**src/bbs_regs.svh**
```systemverilog
// Register offsets, field positions, reset values and timing counts for the bridge burst controller
`ifndef BBS_REGS_SVH
`define BBS_REGS_SVH
`define BBS_CTRL_OFS 12'h000
`define BBS_PERIOD_OFS 12'h004
`define BBS_MINPW_OFS 12'h008
`define BBS_DEMAND_OFS 12'h00C
`define BBS_STATUS_OFS 12'h010
`define BBS_BURST_OFS 12'h014
`define BBS_CTRL_EN_BIT 0
`define BBS_PERIOD_RST 16'h0032
`define BBS_MINPW_RST 16'h0005
`define BBS_DEMAND_RST 16'h0000
`define BBS_ST_MASTER_BIT 0
`define BBS_ST_PCM_BIT 1
`define BBS_ST_BURST_BIT 2
`define BBS_ST_IDLE_BIT 3
`define BBS_ST_LEG_BIT 4
`define BBS_BURST_RST 8'h02
`endif

```
**src/bbs_pkg.sv**
```systemverilog
// Types shared by the bridge burst controller
package bbs_pkg;
  typedef enum logic [1:0] {
    BBS_RUN = 2'b00,
    BBS_BURST = 2'b01,
    BBS_IDLE = 2'b10
  } bbs_mode_t;
  typedef struct packed {
    logic leg1_upper_drive;
    logic leg1_lower_drive;
    logic leg2_upper_drive;
    logic leg2_lower_drive;
  } bbs_drive_t;
  typedef struct packed {
    logic pwm_ramp_sel;
    logic limit_ramp_sel;
    logic internal_ramp_sel;
  } bbs_route_t;
  typedef struct packed {
    logic [31:0] prdata;
    logic pready;
    logic pslverr;
  } bbs_apb_rsp_t;
endpackage

```
**src/bbs_top.sv**
```systemverilog
// Burst sequencing, sync master/slave and slope routing for a phase-shifted full bridge
//
// Functional notes
// - Demand below minimum pulse enters burst
// - Bursts deliver only even cycle counts
// - Burst ends on leg1 lower, leg2 upper
// - Stop after burst until demand recovers
// - Master drives half-duty sync at oscillator rate
// - Ground strap makes slave, no sync drive
// - Slave switches 90 degrees after master
// - Oscillator twice switching rate, period equals pulses
// - Slope strap selects peak-current or voltage mode
// - Ramp to limit always, PWM only peak
// - Pulse measured between diagonal edges
// - Off time after burst set by demand
// - Slave aligns oscillator to sync falling edge
//
// The implementer's own choices: the register addresses and the APB slave port.
`timescale 1ns/100ps
`include "bbs_regs.svh"
module bbs_top
  import bbs_pkg::*;
#(
  parameter int PW = 16
) (
  input wire logic core_clk, // 10 MHz clock
  input wire logic sys_rst, // Synchronous reset, high
  input wire logic freq_set_strap, // High: tied to ref supply
  input wire logic slope_set_strap, // High: tied to ref supply
  input wire logic sync_in, // Sync line level
  output logic sync_out, // Sync drive value
  output logic sync_oe_n, // Sync enable, low drives
  output bbs_drive_t drive, // Bridge gate drives
  output bbs_route_t route, // Ramp routing selects
  input wire logic psel, // APB select
  input wire logic penable, // APB enable
  input wire logic pwrite, // APB direction
  input wire logic [11:0] paddr, // APB address
  input wire logic [31:0] pwdata, // APB write data
  output logic [31:0] prdata, // APB read data
  output logic pready, // APB ready
  output logic pslverr // APB error
);

  // ----------------------------------------------------------------
  // State
  // ----------------------------------------------------------------
  typedef struct packed {
    // Input synchronisers
    logic [2:0] fs_sync;
    logic [2:0] ss_sync;
    logic [2:0] sy_sync;

    // Latched straps and software settings
    logic strap_done;
    logic master;
    logic pcm;
    logic en;
    logic [PW-1:0] half;
    logic [PW-1:0] minpw;
    logic [PW-1:0] demand;
    logic [7:0] burst_len;

    // Oscillator and burst sequencer
    logic [PW-1:0] osc_cnt;
    logic osc_ph;
    logic leg;
    logic [PW-1:0] per_cnt;
    logic [7:0] pulses;
    logic [PW-1:0] pulse_w;
    bbs_mode_t mode;

    // Registered outputs
    logic sync_o;
    logic sync_oen;
    bbs_drive_t drv;
    bbs_route_t rt;
    bbs_apb_rsp_t apb;
  } bbs_state_t;

  bbs_state_t st_q, st_d;

  function automatic logic [31:0] bbs_zext(input logic [PW-1:0] v);
    bbs_zext = {{(32-PW){1'b0}}, v};
  endfunction

  // Pulse window: true while the period counter is inside the width
  function automatic logic bbs_on(input logic [PW-1:0] cnt, input logic [PW-1:0] wid);
    bbs_on = cnt < wid;
  endfunction

  // Width actually issued: never shorter than the minimum pulse
  function automatic logic [PW-1:0] bbs_width(input logic [PW-1:0] dem, input logic [PW-1:0] mn);
    bbs_width = (dem < mn) ? mn : dem;
  endfunction

  // Oscillator half count; below two the sync high time, half >> 1, would be zero
  function automatic logic [PW-1:0] bbs_clamp_half(input logic [PW-1:0] v);
    bbs_clamp_half = (v < PW'(2)) ? PW'(2) : v;
  endfunction

  // Burst length rounded down to even, zero lifted to two
  function automatic logic [7:0] bbs_even(input logic [7:0] v);
    bbs_even = (v[7:1] == 7'h00) ? 8'h02 : {v[7:1], 1'b0};
  endfunction

  // ----------------------------------------------------------------
  // Decoded conditions
  // ----------------------------------------------------------------
  logic sync_fall;
  logic period_tick;
  logic osc_tick;
  logic want_short;
  logic [PW-1:0] width;

  logic strap_ready;
  logic pulse_on;
  logic apb_access;
  logic burst_last;
  logic drive_off;

  // Only stages two and three are examined; stage one stays isolated
  assign sync_fall = st_q.sy_sync[2] & ~st_q.sy_sync[1];
  assign osc_tick = (st_q.osc_cnt >= st_q.half - 1'b1) || (!st_q.master && sync_fall);
  assign period_tick = osc_tick && st_q.osc_ph;
  assign want_short = st_q.demand < st_q.minpw;

  assign strap_ready = !st_q.strap_done && (st_q.fs_sync[2] == st_q.fs_sync[1]);
  assign pulse_on = bbs_on(st_q.per_cnt, st_q.pulse_w);
  assign apb_access = psel && penable && !st_q.apb.pready;
  assign burst_last = st_q.leg && (st_q.pulses + 8'h01 >= st_q.burst_len);
  assign drive_off = !st_q.en || !st_q.strap_done || (st_q.mode == BBS_IDLE);

  always_comb begin
    st_d = st_q;
    width = bbs_width(st_q.demand, st_q.minpw);
    st_d.fs_sync = {st_q.fs_sync[1:0], freq_set_strap};
    st_d.ss_sync = {st_q.ss_sync[1:0], slope_set_strap};
    st_d.sy_sync = {st_q.sy_sync[1:0], sync_in};
    st_d.apb.pready = 1'b0;
    st_d.apb.pslverr = 1'b0;

    // ----------------------------------------------------------------
    // Straps latched once after reset, from synchronised levels
    // ----------------------------------------------------------------
    if (strap_ready) begin
      st_d.strap_done = 1'b1;
      st_d.master = st_q.fs_sync[2];
      st_d.pcm = ~st_q.ss_sync[2];
    end

    // Routing held off until the straps are latched, so no selector
    // shows a mode that the straps never asked for
    if (st_q.strap_done) begin
      st_d.rt.pwm_ramp_sel = st_q.pcm;
      st_d.rt.limit_ramp_sel = 1'b1;
      st_d.rt.internal_ramp_sel = ~st_q.pcm;
    end else begin
      st_d.rt = '0;
    end

    // ----------------------------------------------------------------
    // Oscillator at twice the switching rate
    // ----------------------------------------------------------------
    if (osc_tick) begin
      st_d.osc_cnt = '0;
      st_d.osc_ph = ~st_q.osc_ph;
    end else begin
      st_d.osc_cnt = st_q.osc_cnt + 1'b1;
    end
    // Slave restarts at the falling edge: a quarter period behind the master,
    // since its oscillator runs at twice the switching rate
    if (!st_q.master && sync_fall) begin
      st_d.osc_cnt = '0;
    end

    // ----------------------------------------------------------------
    // Sync drive
    // ----------------------------------------------------------------
    // High in the first half of each oscillator cycle
    if (st_q.master && st_q.strap_done) begin
      st_d.sync_oen = 1'b0;
      st_d.sync_o = (st_q.osc_cnt < (st_q.half >> 1));
    end else begin
      st_d.sync_oen = 1'b1;
      st_d.sync_o = 1'b0;
    end

    // ----------------------------------------------------------------
    // Burst sequencer, decisions only at period boundaries
    // ----------------------------------------------------------------
    if (period_tick) begin
      st_d.leg = ~st_q.leg;
      st_d.per_cnt = '0;
      case (st_q.mode)
        BBS_RUN: begin
          if (want_short) begin
            st_d.mode = BBS_BURST;
            st_d.pulses = '0;
            st_d.leg = 1'b0;
          end
          st_d.pulses = '0;
        end

        BBS_BURST: begin
          st_d.pulses = st_q.pulses + 8'h01;
          // Leg 1 means the second diagonal just fired
          if (burst_last) begin
            st_d.mode = want_short ? BBS_IDLE : BBS_RUN;
            st_d.leg = 1'b0;
          end
        end

        BBS_IDLE: begin
          st_d.leg = 1'b0;
          if (!want_short) begin
            st_d.mode = BBS_RUN;
          end
        end

        default: begin
          st_d.mode = BBS_RUN;
        end
      endcase
      st_d.pulse_w = width;
    end else begin
      st_d.per_cnt = st_q.per_cnt + 1'b1;
    end

    // ----------------------------------------------------------------
    // Bridge drives
    // ----------------------------------------------------------------
    // Pulse spans first-side rise to diagonal fall; both switches of a
    // diagonal share one window so the measured width is exact
    st_d.drv = '0;
    if (!drive_off) begin
      if (!st_q.leg) begin
        st_d.drv.leg1_upper_drive = pulse_on;
        st_d.drv.leg2_lower_drive = pulse_on;
      end else begin
        st_d.drv.leg1_lower_drive = pulse_on;
        st_d.drv.leg2_upper_drive = pulse_on;
      end
    end

    // ----------------------------------------------------------------
    // APB slave, one wait state
    // ----------------------------------------------------------------
    // Ready high blocks a second take of the same transfer
    // while the master is still releasing it
    if (apb_access) begin
      st_d.apb.pready = 1'b1;
      st_d.apb.prdata = '0;
      case (paddr)
        `BBS_CTRL_OFS: begin
          st_d.apb.prdata = {31'h0000_0000, st_q.en};
          if (pwrite) begin
            st_d.en = pwdata[`BBS_CTRL_EN_BIT];
          end
        end

        `BBS_PERIOD_OFS: begin
          st_d.apb.prdata = bbs_zext(st_q.half);
          if (pwrite) begin
            st_d.half = bbs_clamp_half(pwdata[PW-1:0]);
          end
        end

        `BBS_MINPW_OFS: begin
          st_d.apb.prdata = bbs_zext(st_q.minpw);
          if (pwrite) begin
            st_d.minpw = pwdata[PW-1:0];
          end
        end

        `BBS_DEMAND_OFS: begin
          st_d.apb.prdata = bbs_zext(st_q.demand);
          if (pwrite) begin
            st_d.demand = pwdata[PW-1:0];
          end
        end

        `BBS_BURST_OFS: begin
          st_d.apb.prdata = {24'h00_0000, st_q.burst_len};
          // Forced even and nonzero so bursts stay balanced
          if (pwrite) begin
            st_d.burst_len = bbs_even(pwdata[7:0]);
          end
        end

        `BBS_STATUS_OFS: begin
          st_d.apb.prdata = {27'h000_0000, st_q.leg, st_q.mode == BBS_IDLE,
                             st_q.mode == BBS_BURST, st_q.pcm, st_q.master};
          st_d.apb.pslverr = pwrite;
        end

        default: begin
          st_d.apb.pslverr = 1'b1;
        end
      endcase
    end

    if (sys_rst) begin
      st_d = '0;
      // Synchronisers keep filling in reset so the straps are valid at release
      st_d.fs_sync = {st_q.fs_sync[1:0], freq_set_strap};
      st_d.ss_sync = {st_q.ss_sync[1:0], slope_set_strap};
      st_d.sy_sync = {st_q.sy_sync[1:0], sync_in};
      st_d.sync_oen = 1'b1;
      st_d.half = `BBS_PERIOD_RST;
      st_d.minpw = `BBS_MINPW_RST;
      st_d.demand = `BBS_DEMAND_RST;
      st_d.burst_len = `BBS_BURST_RST;
      st_d.mode = BBS_RUN;
    end
  end

  // ----------------------------------------------------------------
  // Registers
  // ----------------------------------------------------------------
  // Reset is folded into the next-state logic, so one plain flop bank
  always_ff @(posedge core_clk) begin
    st_q <= st_d;
  end

  // ----------------------------------------------------------------
  // Outputs
  // ----------------------------------------------------------------
  // Every output is a field of the state register
  assign sync_out = st_q.sync_o;
  assign sync_oe_n = st_q.sync_oen;
  assign drive = st_q.drv;
  assign route = st_q.rt;
  assign prdata = st_q.apb.prdata;
  assign pready = st_q.apb.pready;
  assign pslverr = st_q.apb.pslverr;

endmodule

```
**config.mk**
```make
export PLATFORM = sky130hd
export DESIGN_NAME = bbs_top
export DESIGN_NICKNAME = d
export VERILOG_FILES = /design/src/bbs_pkg.sv /design/src/bbs_top.sv
export VERILOG_INCLUDE_DIRS = /design/src
export SDC_FILE = /design/constraint.sdc
export NUM_CORES = 1
export LEC_CHECK = 0
export ABC_AREA = 1
export BUFFER_PORTS_ARGS = -buffer_cell sky130_fd_sc_hd__buf_2
export CELL_PAD_IN_SITES_DETAIL_PLACEMENT = 1
export CELL_PAD_IN_SITES_GLOBAL_PLACEMENT = 1
export CORE_UTILIZATION = 47
export CTS_BUF_LIST = sky130_fd_sc_hd__clkbuf_4 sky130_fd_sc_hd__clkbuf_8 sky130_fd_sc_hd__clkbuf_16
export DETAILED_ROUTE_END_ITERATION = 8
export PLACE_DENSITY = 0.95
export SLEW_MARGIN = 20
export SYNTH_ARGS = -nofsm -noshare
export SYNTH_HDL_FRONTEND = slang
export SYNTH_SLANG_ARGS = --single-unit
```
**constraint.sdc**
```tcl
create_clock -name core_clk -period 5.5 [get_ports core_clk]
set_input_delay 0.275 -clock core_clk [delete_from_list [all_inputs] [get_ports core_clk]]
set_output_delay 0.275 -clock core_clk [all_outputs]
set_load 0.03 [all_outputs]
```
==> results of run 1 <==
## metal layers
layer / share of wire (%) / routed length [um] / GRT usage, %
met1: 42 / 10300 / 32.7
met2: 51 / 12500 / 49.5
met3: 4.3 / 1070 / 5.29
met4: 3.1 / 776 / 11.2
met5: 0 / 0 / 0
## Yosys cell counts
master / n
sky130_fd_sc_hd__nor3b_2: 1
sky130_fd_sc_hd__nand3b_1: 2
sky130_fd_sc_hd__nor3b_1: 4
sky130_fd_sc_hd__nand2_2: 7
sky130_fd_sc_hd__nor3_2: 8
sky130_fd_sc_hd__xnor2_1: 4
sky130_fd_sc_hd__and3_1: 1
sky130_fd_sc_hd__o211ai_1: 7
sky130_fd_sc_hd__nor3_4: 1
sky130_fd_sc_hd__a31o_2: 1
sky130_fd_sc_hd__nand3_1: 31
sky130_fd_sc_hd__nand3_2: 5
sky130_fd_sc_hd__buf_6: 1
sky130_fd_sc_hd__dfxtp_1: 153
sky130_fd_sc_hd__nor2_4: 6
sky130_fd_sc_hd__conb_1: 1
sky130_fd_sc_hd__xor2_1: 26
sky130_fd_sc_hd__o22ai_1: 31
sky130_fd_sc_hd__a2bb2oi_1: 1
sky130_fd_sc_hd__nor4_1: 1
sky130_fd_sc_hd__a21oi_1: 104
sky130_fd_sc_hd__nor3_1: 13
sky130_fd_sc_hd__nand2_1: 191
sky130_fd_sc_hd__nor2_2: 10
sky130_fd_sc_hd__nand4_1: 16
sky130_fd_sc_hd__ha_1: 71
sky130_fd_sc_hd__a21o_1: 4
sky130_fd_sc_hd__buf_4: 39
sky130_fd_sc_hd__inv_2: 6
sky130_fd_sc_hd__inv_1: 157
sky130_fd_sc_hd__nand2_4: 2
sky130_fd_sc_hd__o21ai_0: 85
sky130_fd_sc_hd__clkinv_1: 1
sky130_fd_sc_hd__clkbuf_1: 13
sky130_fd_sc_hd__buf_2: 16
sky130_fd_sc_hd__a211oi_1: 8
sky130_fd_sc_hd__o21ai_1: 3
sky130_fd_sc_hd__nor2_1: 109
## worst paths after layout
| path | start | endpoint | slack (ns) | depth (start not counted) |
|---|---|---|---|---|
| worst min register to register | st_q[166] | st_q[167] | 0.33 | 0 |
| worst max-delay path | st_q[143] | st_q[85] | 1.55 | 20 |
| worst max register to register | st_q[143] | st_q[85] | 1.55 | 20 |
| worst min-delay path | pwrite | pslverr | 0.11 | 3 |
## logic make-up after synthesis
family / count (synthesis) / synth area share (%)
DFF: 153 / 36.3
AOI/OAI and AO/OA: 244 / 15.6
and+or+nand+nor: 408 / 22.0
other: 1 / 0.0444
adders and majority gates: 71 / 10.5
xor gates and xnor gates: 30 / 3.11
buffers and inverters: 233 / 12.4
## layout by cell type (no fill, tap or decap), types with 6 or more instances in the layout
master                      synthesis  final
sky130_fd_sc_hd__xor2_1            26     26
sky130_fd_sc_hd__nor3_1            13     13
sky130_fd_sc_hd__dfxtp_1          153    153
sky130_fd_sc_hd__inv_2              6      6
sky130_fd_sc_hd__o21ai_0           85     85
sky130_fd_sc_hd__nor3_2             8      8
sky130_fd_sc_hd__nor2_4             6      6
sky130_fd_sc_hd__nor2_1           109    109
sky130_fd_sc_hd__o211ai_1           7      7
sky130_fd_sc_hd__clkbuf_16          0     17
sky130_fd_sc_hd__inv_1            157    157
sky130_fd_sc_hd__a211oi_1           8      8
sky130_fd_sc_hd__nand2_1          191    191
sky130_fd_sc_hd__o22ai_1           31     31
sky130_fd_sc_hd__nand2_2            7      7
sky130_fd_sc_hd__nor2_2            10     10
sky130_fd_sc_hd__nand4_1           16     16
sky130_fd_sc_hd__a21oi_1          104    104
sky130_fd_sc_hd__buf_2             16     62
sky130_fd_sc_hd__nand3_1           31     31
sky130_fd_sc_hd__conb_1             1     16
sky130_fd_sc_hd__ha_1              71     71
## worst max-delay path: stages, from the launching register on
cell and delay [ns]:
sky130_fd_sc_hd__dfxtp_1 0.31, sky130_fd_sc_hd__inv_1 0.18, sky130_fd_sc_hd__ha_1 0.25, sky130_fd_sc_hd__nand3_2 0.12
sky130_fd_sc_hd__nor3_2 0.18, sky130_fd_sc_hd__nand2_1 0.13, sky130_fd_sc_hd__nor2_2 0.22, sky130_fd_sc_hd__nand3_2 0.14
sky130_fd_sc_hd__nor2_1 0.13, sky130_fd_sc_hd__xor2_1 0.18, sky130_fd_sc_hd__inv_1 0.07, sky130_fd_sc_hd__ha_1 0.27
sky130_fd_sc_hd__nand2_1 0.09, sky130_fd_sc_hd__nor3_1 0.20, sky130_fd_sc_hd__nand2_1 0.12, sky130_fd_sc_hd__nand2_2 0.14
sky130_fd_sc_hd__nand2_4 0.10, sky130_fd_sc_hd__nand2_2 0.50, sky130_fd_sc_hd__inv_1 0.22, sky130_fd_sc_hd__nand2_1 0.14
sky130_fd_sc_hd__o21ai_0 0.11
## flip-flops by register name (all words and copies together) (netlist names)
name       count
route          3
sync_out       1
drive          2
pslverr        1
sync_oe_n      1
st_q         128
pready         1
prdata        16
## through the flow
step | util (%) | std cells | setup WS [ns] | hold WS, ns
2_1_floorplan | - | 1155 | 2.78 | 0.303
3_3_place_gp | 49.8 | 1375 | 1.90 | 0.312
3_5_place_dp | 49.8 | 1375 | 1.85 | 0.314
4_1_cts | 53.3 | 1410 | 1.52 | 0.110
5_1_grt | 53.3 | 1410 | 1.21 | 0.120
6_report | 53.3 | 1410 | 1.55 | 0.113
## power by group through the flow
stage,clock network [mW],logic (mW),registers [mW]
2_1_floorplan,0,0.0909,1.16
3_3_place_gp,0,0.121,1.16
3_5_place_dp,0,0.126,1.16
4_1_cts,1.17,0.132,1.13
5_1_grt,1.21,0.146,1.13
6_report,1.17,0.133,1.13
## final cells by class
| type | count | area share (%) |
|---|---|---|
| sequential | 153 | 33.0 |
| timing repair buffer | 67 | 3.83 |
| multi-input combinational | 769 | 47.3 |
| inverter | 164 | 6.63 |
| tap | 225 | 3.03 |
| clock buffer | 18 | 4.73 |
| clock inverter | 14 | 1.50 |
## repair_timing
action / CTS / global route
setup endpoints to repair: 0 / 0
endpoints found under the hold margin: 3 / 0
hold buffers: 3 / 0
resized for setup: 0 / 0
==> qor_table.md, run 1 <==
| Result | This run |
| --- | --- |
| Area delta synth->final | 9.93% |
| Post-route clock period utilization | 71.9% |
| Buffers on Ports | 62 |
| Antenna violation net count after detailed routing | 0 |
| RSZ-0062 raised after global routing | no |
| Main area contributors after synthesis | sky130_fd_sc_hd__dfxtp_1 36%, sky130_fd_sc_hd__ha_1 11%, sky130_fd_sc_hd__nand2_1 8.5%, sky130_fd_sc_hd__inv_1 7.0%, sky130_fd_sc_hd__a21oi_1 6.2% |
| Global-route wire length before repair | 40,100 um |
| Area share of the largest cell type after synthesis | 36.3% |
| Total number of placement rows | 48 |
| Floorplan die height | 136 um |
| Post-route cell area | 0.00928 mm2 |
| Largest net degree at the start of global routing | 41 |
| DIE WIDTH | 136 um |
| DRC violations left | 0 |
| Worst Path Arrival | 4.27 ns |
| Count of mapped cells out of synthesis | 1,140 |
| Clock-pin transition on the worst setup and hold timing paths | 0.07 ns |
| Core area | 0.0174 mm2 |
| Clock network fraction of design power | 48.0% |
| Number of global-route vias before repair | 7,994 |
| Number of clock sinks | 153 |
| Post-Route WL | 24,700 um |
| Sequential-to-total area share from yosys stat | 36.3% |
| Switching fraction of total power | 26.0% |
| Synthesized flop and latch total | 153 |
| Internal power of the cells | 1.80 mW |
| Number of top-level pins | 95 |
| Register share of total power | 46.6% |
| Leakage power summed over all cells | 3.96 nW |
| Period minus WS final | 3.95 ns |
| Inserted Clock Buffers | 17 |
| Syn avg cell area | 7.40 um2 |
| Final setup violation count | 0 |
| Detailed placer's ending HPWL | 17,300 um |
| All-layer global routing usage | 27.9% |
| Fillers | 2,239 |
| Fraction of layout instances using a drive strength above 1 | 12.1% |
| Worst Path Max Fanout | 32 |
| Number of diodes added for antenna fixing | 0 |
| Required arrival time at the worst endpoint | 5.81 ns |
| Maximum capacitance violations | 0 |
| Worst relative slew slack | 30.9% |
| Avg Vias per Cell | 5.47 |
| WS Path Type | reg2reg |
| Clk Latency, worst-skew pair | 0.44 ns |
| Clk_skew | 0.0103 ns |
| Path category of the worst min-delay check | in2reg |
| Highest Clock Rate | 0.253 GHz |
| Die Area | 0.0185 mm2 |
| Final Hold Vio Count | 0 |
| Placed Instance Area | 0.00867 mm2 |
| Multi-input gate area | 0.00439 mm2 |
| Crit path capture type | flop |
| Max-slew violation count | 0 |
| Violation count after the first detailed-routing iteration | 351 |
| Total power density per cell area | 262 mW/mm2 |
| Portion of total power attributed to combinational logic | 5.5% |
| TritonCTS clock tree | yes |
| Initial Utilization | 48.5% |
| Vias | 7,707 |
| Outcome | finished, final reports clean |
| Library cell with the largest summed area after synthesis | sky130_fd_sc_hd__dfxtp_1 |
| Sum of internal, switching and leakage power | 2.43 mW |
| Initial antenna violation count | 0 |
| Cell area after synthesis | 0.00844 mm2 |
| Nets@finish | 1,295 |
| Syn. warnings | 0 |
| Critical Path Source Type | flop |
| Detailed-routing iteration count for the pre-antenna-repair pass | 5 |
| Transition time of the tightest slew-check pin | 1.03 ns |
| Peak supply drop | 0.229 mV |
| Total negative slack for setup checks | 0 ns |
| Overall overflow remaining after global route | 0 |
| Total net switching power | 0.634 mW |
| Buffer levels on the longest clock path | 2 |
| Post-synth cell types | 38 |
| Register Area | 0.00306 mm2 |
| CTS root buf | sky130_fd_sc_hd__clkbuf_16 |
| Wirelength per Cell | 17.5 um |
| H-tree levels | 4 |
| Post-CTS setup buffer count | 0 |
| Weighted congestion reported at the end of routability-driven placement | 0.871 |
Note: power is estimated with default switching activity, not from simulation.
==> run 2: changes to the inputs <==
--- a/config.mk
+++ b/config.mk
@@ -10,10 +10,10 @@
 export BUFFER_PORTS_ARGS = -buffer_cell sky130_fd_sc_hd__buf_2
 export CELL_PAD_IN_SITES_DETAIL_PLACEMENT = 1
 export CELL_PAD_IN_SITES_GLOBAL_PLACEMENT = 1
-export CORE_UTILIZATION = 47
+export CORE_UTILIZATION = 43
 export CTS_BUF_LIST = sky130_fd_sc_hd__clkbuf_4 sky130_fd_sc_hd__clkbuf_8 sky130_fd_sc_hd__clkbuf_16
 export DETAILED_ROUTE_END_ITERATION = 8
-export PLACE_DENSITY = 0.95
+export PLACE_DENSITY = 0.9
 export SLEW_MARGIN = 20
 export SYNTH_ARGS = -nofsm -noshare
 export SYNTH_HDL_FRONTEND = slang
==> constraint.sdc (replaced) <==
create_clock -name core_clk -period 3.7 [get_ports core_clk]
set_input_delay 0.185 -clock core_clk [delete_from_list [all_inputs] [get_ports core_clk]]
set_output_delay 0.185 -clock core_clk [all_outputs]
set_load 0.03 [all_outputs]
==> qor_table.md, run 2 (synthesis results as in run 1) <==
| Result | This run | Change |
| --- | --- | --- |
| Largest net degree at the start of global routing | 52 | was 41 |
| Floorplan die height | 142 um | was 136 um |
| R2r setup slk | 0.39 ns | was 1.55 ns |
| Most frequent cells in the layout | 190 x sky130_fd_sc_hd__nand2_1, 157 x sky130_fd_sc_hd__inv_1, 153 x sky130_fd_sc_hd__dfxtp_1 | was 191 x sky130_fd_sc_hd__nand2_1, 157 x sky130_fd_sc_hd__inv_1, 153 x sky130_fd_sc_hd__dfxtp_1 |
| Die Area | 0.0202 mm2 | was 0.0185 mm2 |
| Crit path capture type | flop | unchanged |
| Commonest non-fill, non-tap cell in the layout | sky130_fd_sc_hd__nand2_1 | unchanged |
| DRC violations left | 0 | unchanged |
| Inserted Clock Buffers | 17 | unchanged |
| Final Hold Vio Count | 0 | unchanged |
| Worst Path Max Fanout | 8 | was 32 |
| Leakage power summed over all cells | 4.01 nW | was 3.96 nW |
| WS Path Type | reg2reg | unchanged |
| Antenna violation net count after detailed routing | 0 | unchanged |
| Path category of the worst min-delay check | in2reg | unchanged |
| Period minus WS final | 3.31 ns | was 3.95 ns |
| Number of diodes added for antenna fixing | 0 | unchanged |
| Clk Latency, worst-skew pair | 0.44 ns | about the same |
| Required arrival time at the worst endpoint | 4.06 ns | was 5.81 ns |
| Clk_skew | 0.00766 ns | was 0.0103 ns |
| Sum of internal, switching and leakage power | 3.73 mW | was 2.43 mW |
| Outcome | finished, final reports clean | unchanged |
| Weighted congestion reported at the end of routability-driven placement | 0.868 | was 0.871 |
| Vias | 7,569 | was 7,707 |
| Highest Clock Rate | 0.302 GHz | was 0.253 GHz |
| Critical path origin | st_q[144] | was st_q[143] |
| DIE WIDTH | 142 um | was 136 um |
| Global-route wire length before repair | 38,900 um | was 40,100 um |
| Cell with the most instances on the worst path | sky130_fd_sc_hd__nand2_1 | unchanged |
| Total number of placement rows | 50 | was 48 |
| Post-route clock period utilization | 89.4% | was 71.9% |
| Nets@finish | 1,300 | was 1,295 |
| Initial Utilization | 44.5% | was 48.5% |
| Slowest cell on the critical path | sky130_fd_sc_hd__dfxtp_1 | was sky130_fd_sc_hd__nand2_2 |
| Reg2Reg Launch Point | st_q[144] | was st_q[143] |
| Wirelength per Cell | 16.5 um | was 17.5 um |
| H-tree levels | 4 | unchanged |
| TritonCTS clock tree | yes | unchanged |
| Post-route cell area | 0.00942 mm2 | was 0.00928 mm2 |
| Max reg flops | 128 | unchanged |
| Post-Route WL | 24,000 um | was 24,700 um |
| Max-slew violation count | 0 | unchanged |
| Transition time of the tightest slew-check pin | 1.05 ns | was 1.03 ns |
| Detailed placer's ending HPWL | 17,300 um | about the same |
| Detailed-routing iteration count for the pre-antenna-repair pass | 5 | unchanged |
| Avg Vias per Cell | 5.22 | was 5.47 |
| CP peak stage delay | 0.35 ns | was 0.50 ns |
| Worst relative slew slack | 29.8% | was 30.9% |
| Number of global-route vias before repair | 7,844 | was 7,994 |
| CTS root buf | sky130_fd_sc_hd__clkbuf_16 | unchanged |
| Final setup violation count | 0 | unchanged |
| Fraction of layout instances using a drive strength above 1 | 12.4% | was 12.1% |
| Initial antenna violation count | 0 | unchanged |
| Buffers on Ports | 62 | unchanged |
| Total power density per cell area | 397 mW/mm2 | was 262 mW/mm2 |
| Core area | 0.0190 mm2 | was 0.0174 mm2 |
| All-layer global routing usage | 24.8% | was 27.9% |
| Overall overflow remaining after global route | 0 | unchanged |
| Critical Path Source Type | flop | unchanged |
| Buffer levels on the longest clock path | 2 | unchanged |
| Largest reg by FF count | st_q | unchanged |
| Area delta synth->final | 11.6% | was 9.93% |
| Violation count after the first detailed-routing iteration | 313 | was 351 |
| Worst Path Arrival | 3.67 ns | was 4.27 ns |
| Total negative slack for setup checks | 0 ns | unchanged |
| Peak supply drop | 0.289 mV | was 0.229 mV |
| Number of clock sinks | 153 | unchanged |
| Number of top-level pins | 95 | unchanged |
| Placed Instance Area | 0.00876 mm2 | was 0.00867 mm2 |
| Clock-pin transition on the worst setup and hold timing paths | 0.07 ns | about the same |
| RSZ-0062 raised after global routing | no | unchanged |
| Maximum capacitance violations | 0 | unchanged |
| Ordered cell list for the critical path | inv_1, ha_1, nand3_2, nor3_2, nand2_1, nor2_2, nand3_2, nor3_2, xor2_1, inv_1, ha_1, nand2_1, nor2_1, nand2_1, nand2_1, nor2_2, nand2_2, nand2_4, inv_2, nand2_2, nand2_1, a21oi_1 | was inv_1, ha_1, nand3_2, nor3_2, nand2_1, nor2_2, nand3_2, nor2_1, xor2_1, inv_1, ha_1, nand2_1, nor3_1, nand2_1, nand2_2, nand2_4, nand2_2, inv_1, nand2_1, o21ai_0 |
| Worst Min Path Start | pwdata[15] | was pwrite |
run 2: where the power goes:
| group | leakage (nW) | total, mW | switching, mW | internal, mW |
|---|---|---|---|---|
| logic | 2.48 | 0.205 | 0.147 | 0.0574 |
| clock network | 0.292 | 1.85 | 0.770 | 1.07 |
| registers | 1.24 | 1.68 | 0.0172 | 1.67 |
run 2: layer usage:
metal | up-vias | GRT usage [%] | routed length (um)
li1 | 3751 | - | -
met1 | 3629 | 28.6 | 10200
met2 | 128 | 44.2 | 12200
met3 | 61 | 4.51 | 727
met4 | 0 | 12.1 | 819
met5 | - | 0 | 0
run 2: path summary, 6_finish.rpt:
| path | end | cells past startpoint |
|---|---|---|
| min reg2reg | st_q[167] | 0 |
| min | st_q[158] | 3 |
| max | st_q[62] | 22 |
| max reg2reg | st_q[62] | 22 |
run 2: worst max-delay path, delay by kind of cell (launching register included):
family                     cells  cell delay [ns]
adders and majority gates      2             0.50
DFF                            1             0.35
buffers and inverters          3             0.25
and+or+nand+nor               15             1.79
AOI/OAI and AO/OA              1             0.16
xor gates and xnor gates       1             0.17
run 2: metrics by stage:
stage,setup WS (ns),util (%),hold WS [ns],cells
5_1_grt,0.0876,49.7,0.0692,1450
2_1_floorplan,0.981,-,0.213,1155
3_5_place_dp,0.337,46.2,0.289,1414
4_1_cts,0.261,49.6,0.0464,1450
6_report,0.394,49.7,0.0562,1450
3_3_place_gp,0.520,46.2,0.287,1414
run 2: repair_timing:
action,4_1_cts,5_1_grt
endpoints found under the setup margin,0,4
hold buffers,4,0
buffers inserted,0,0
endpoints found under the hold margin,4,0
gates resized for setup,0,2
run 2: final cells by class:
type	count	area (um2)
clock buffer	17	425
clock inverter	15	188
fill	2401	9540
inverter	164	616
multi-input combinational	769	4390
sequential	153	3060
tap	260	325
timing repair buffer	72	408
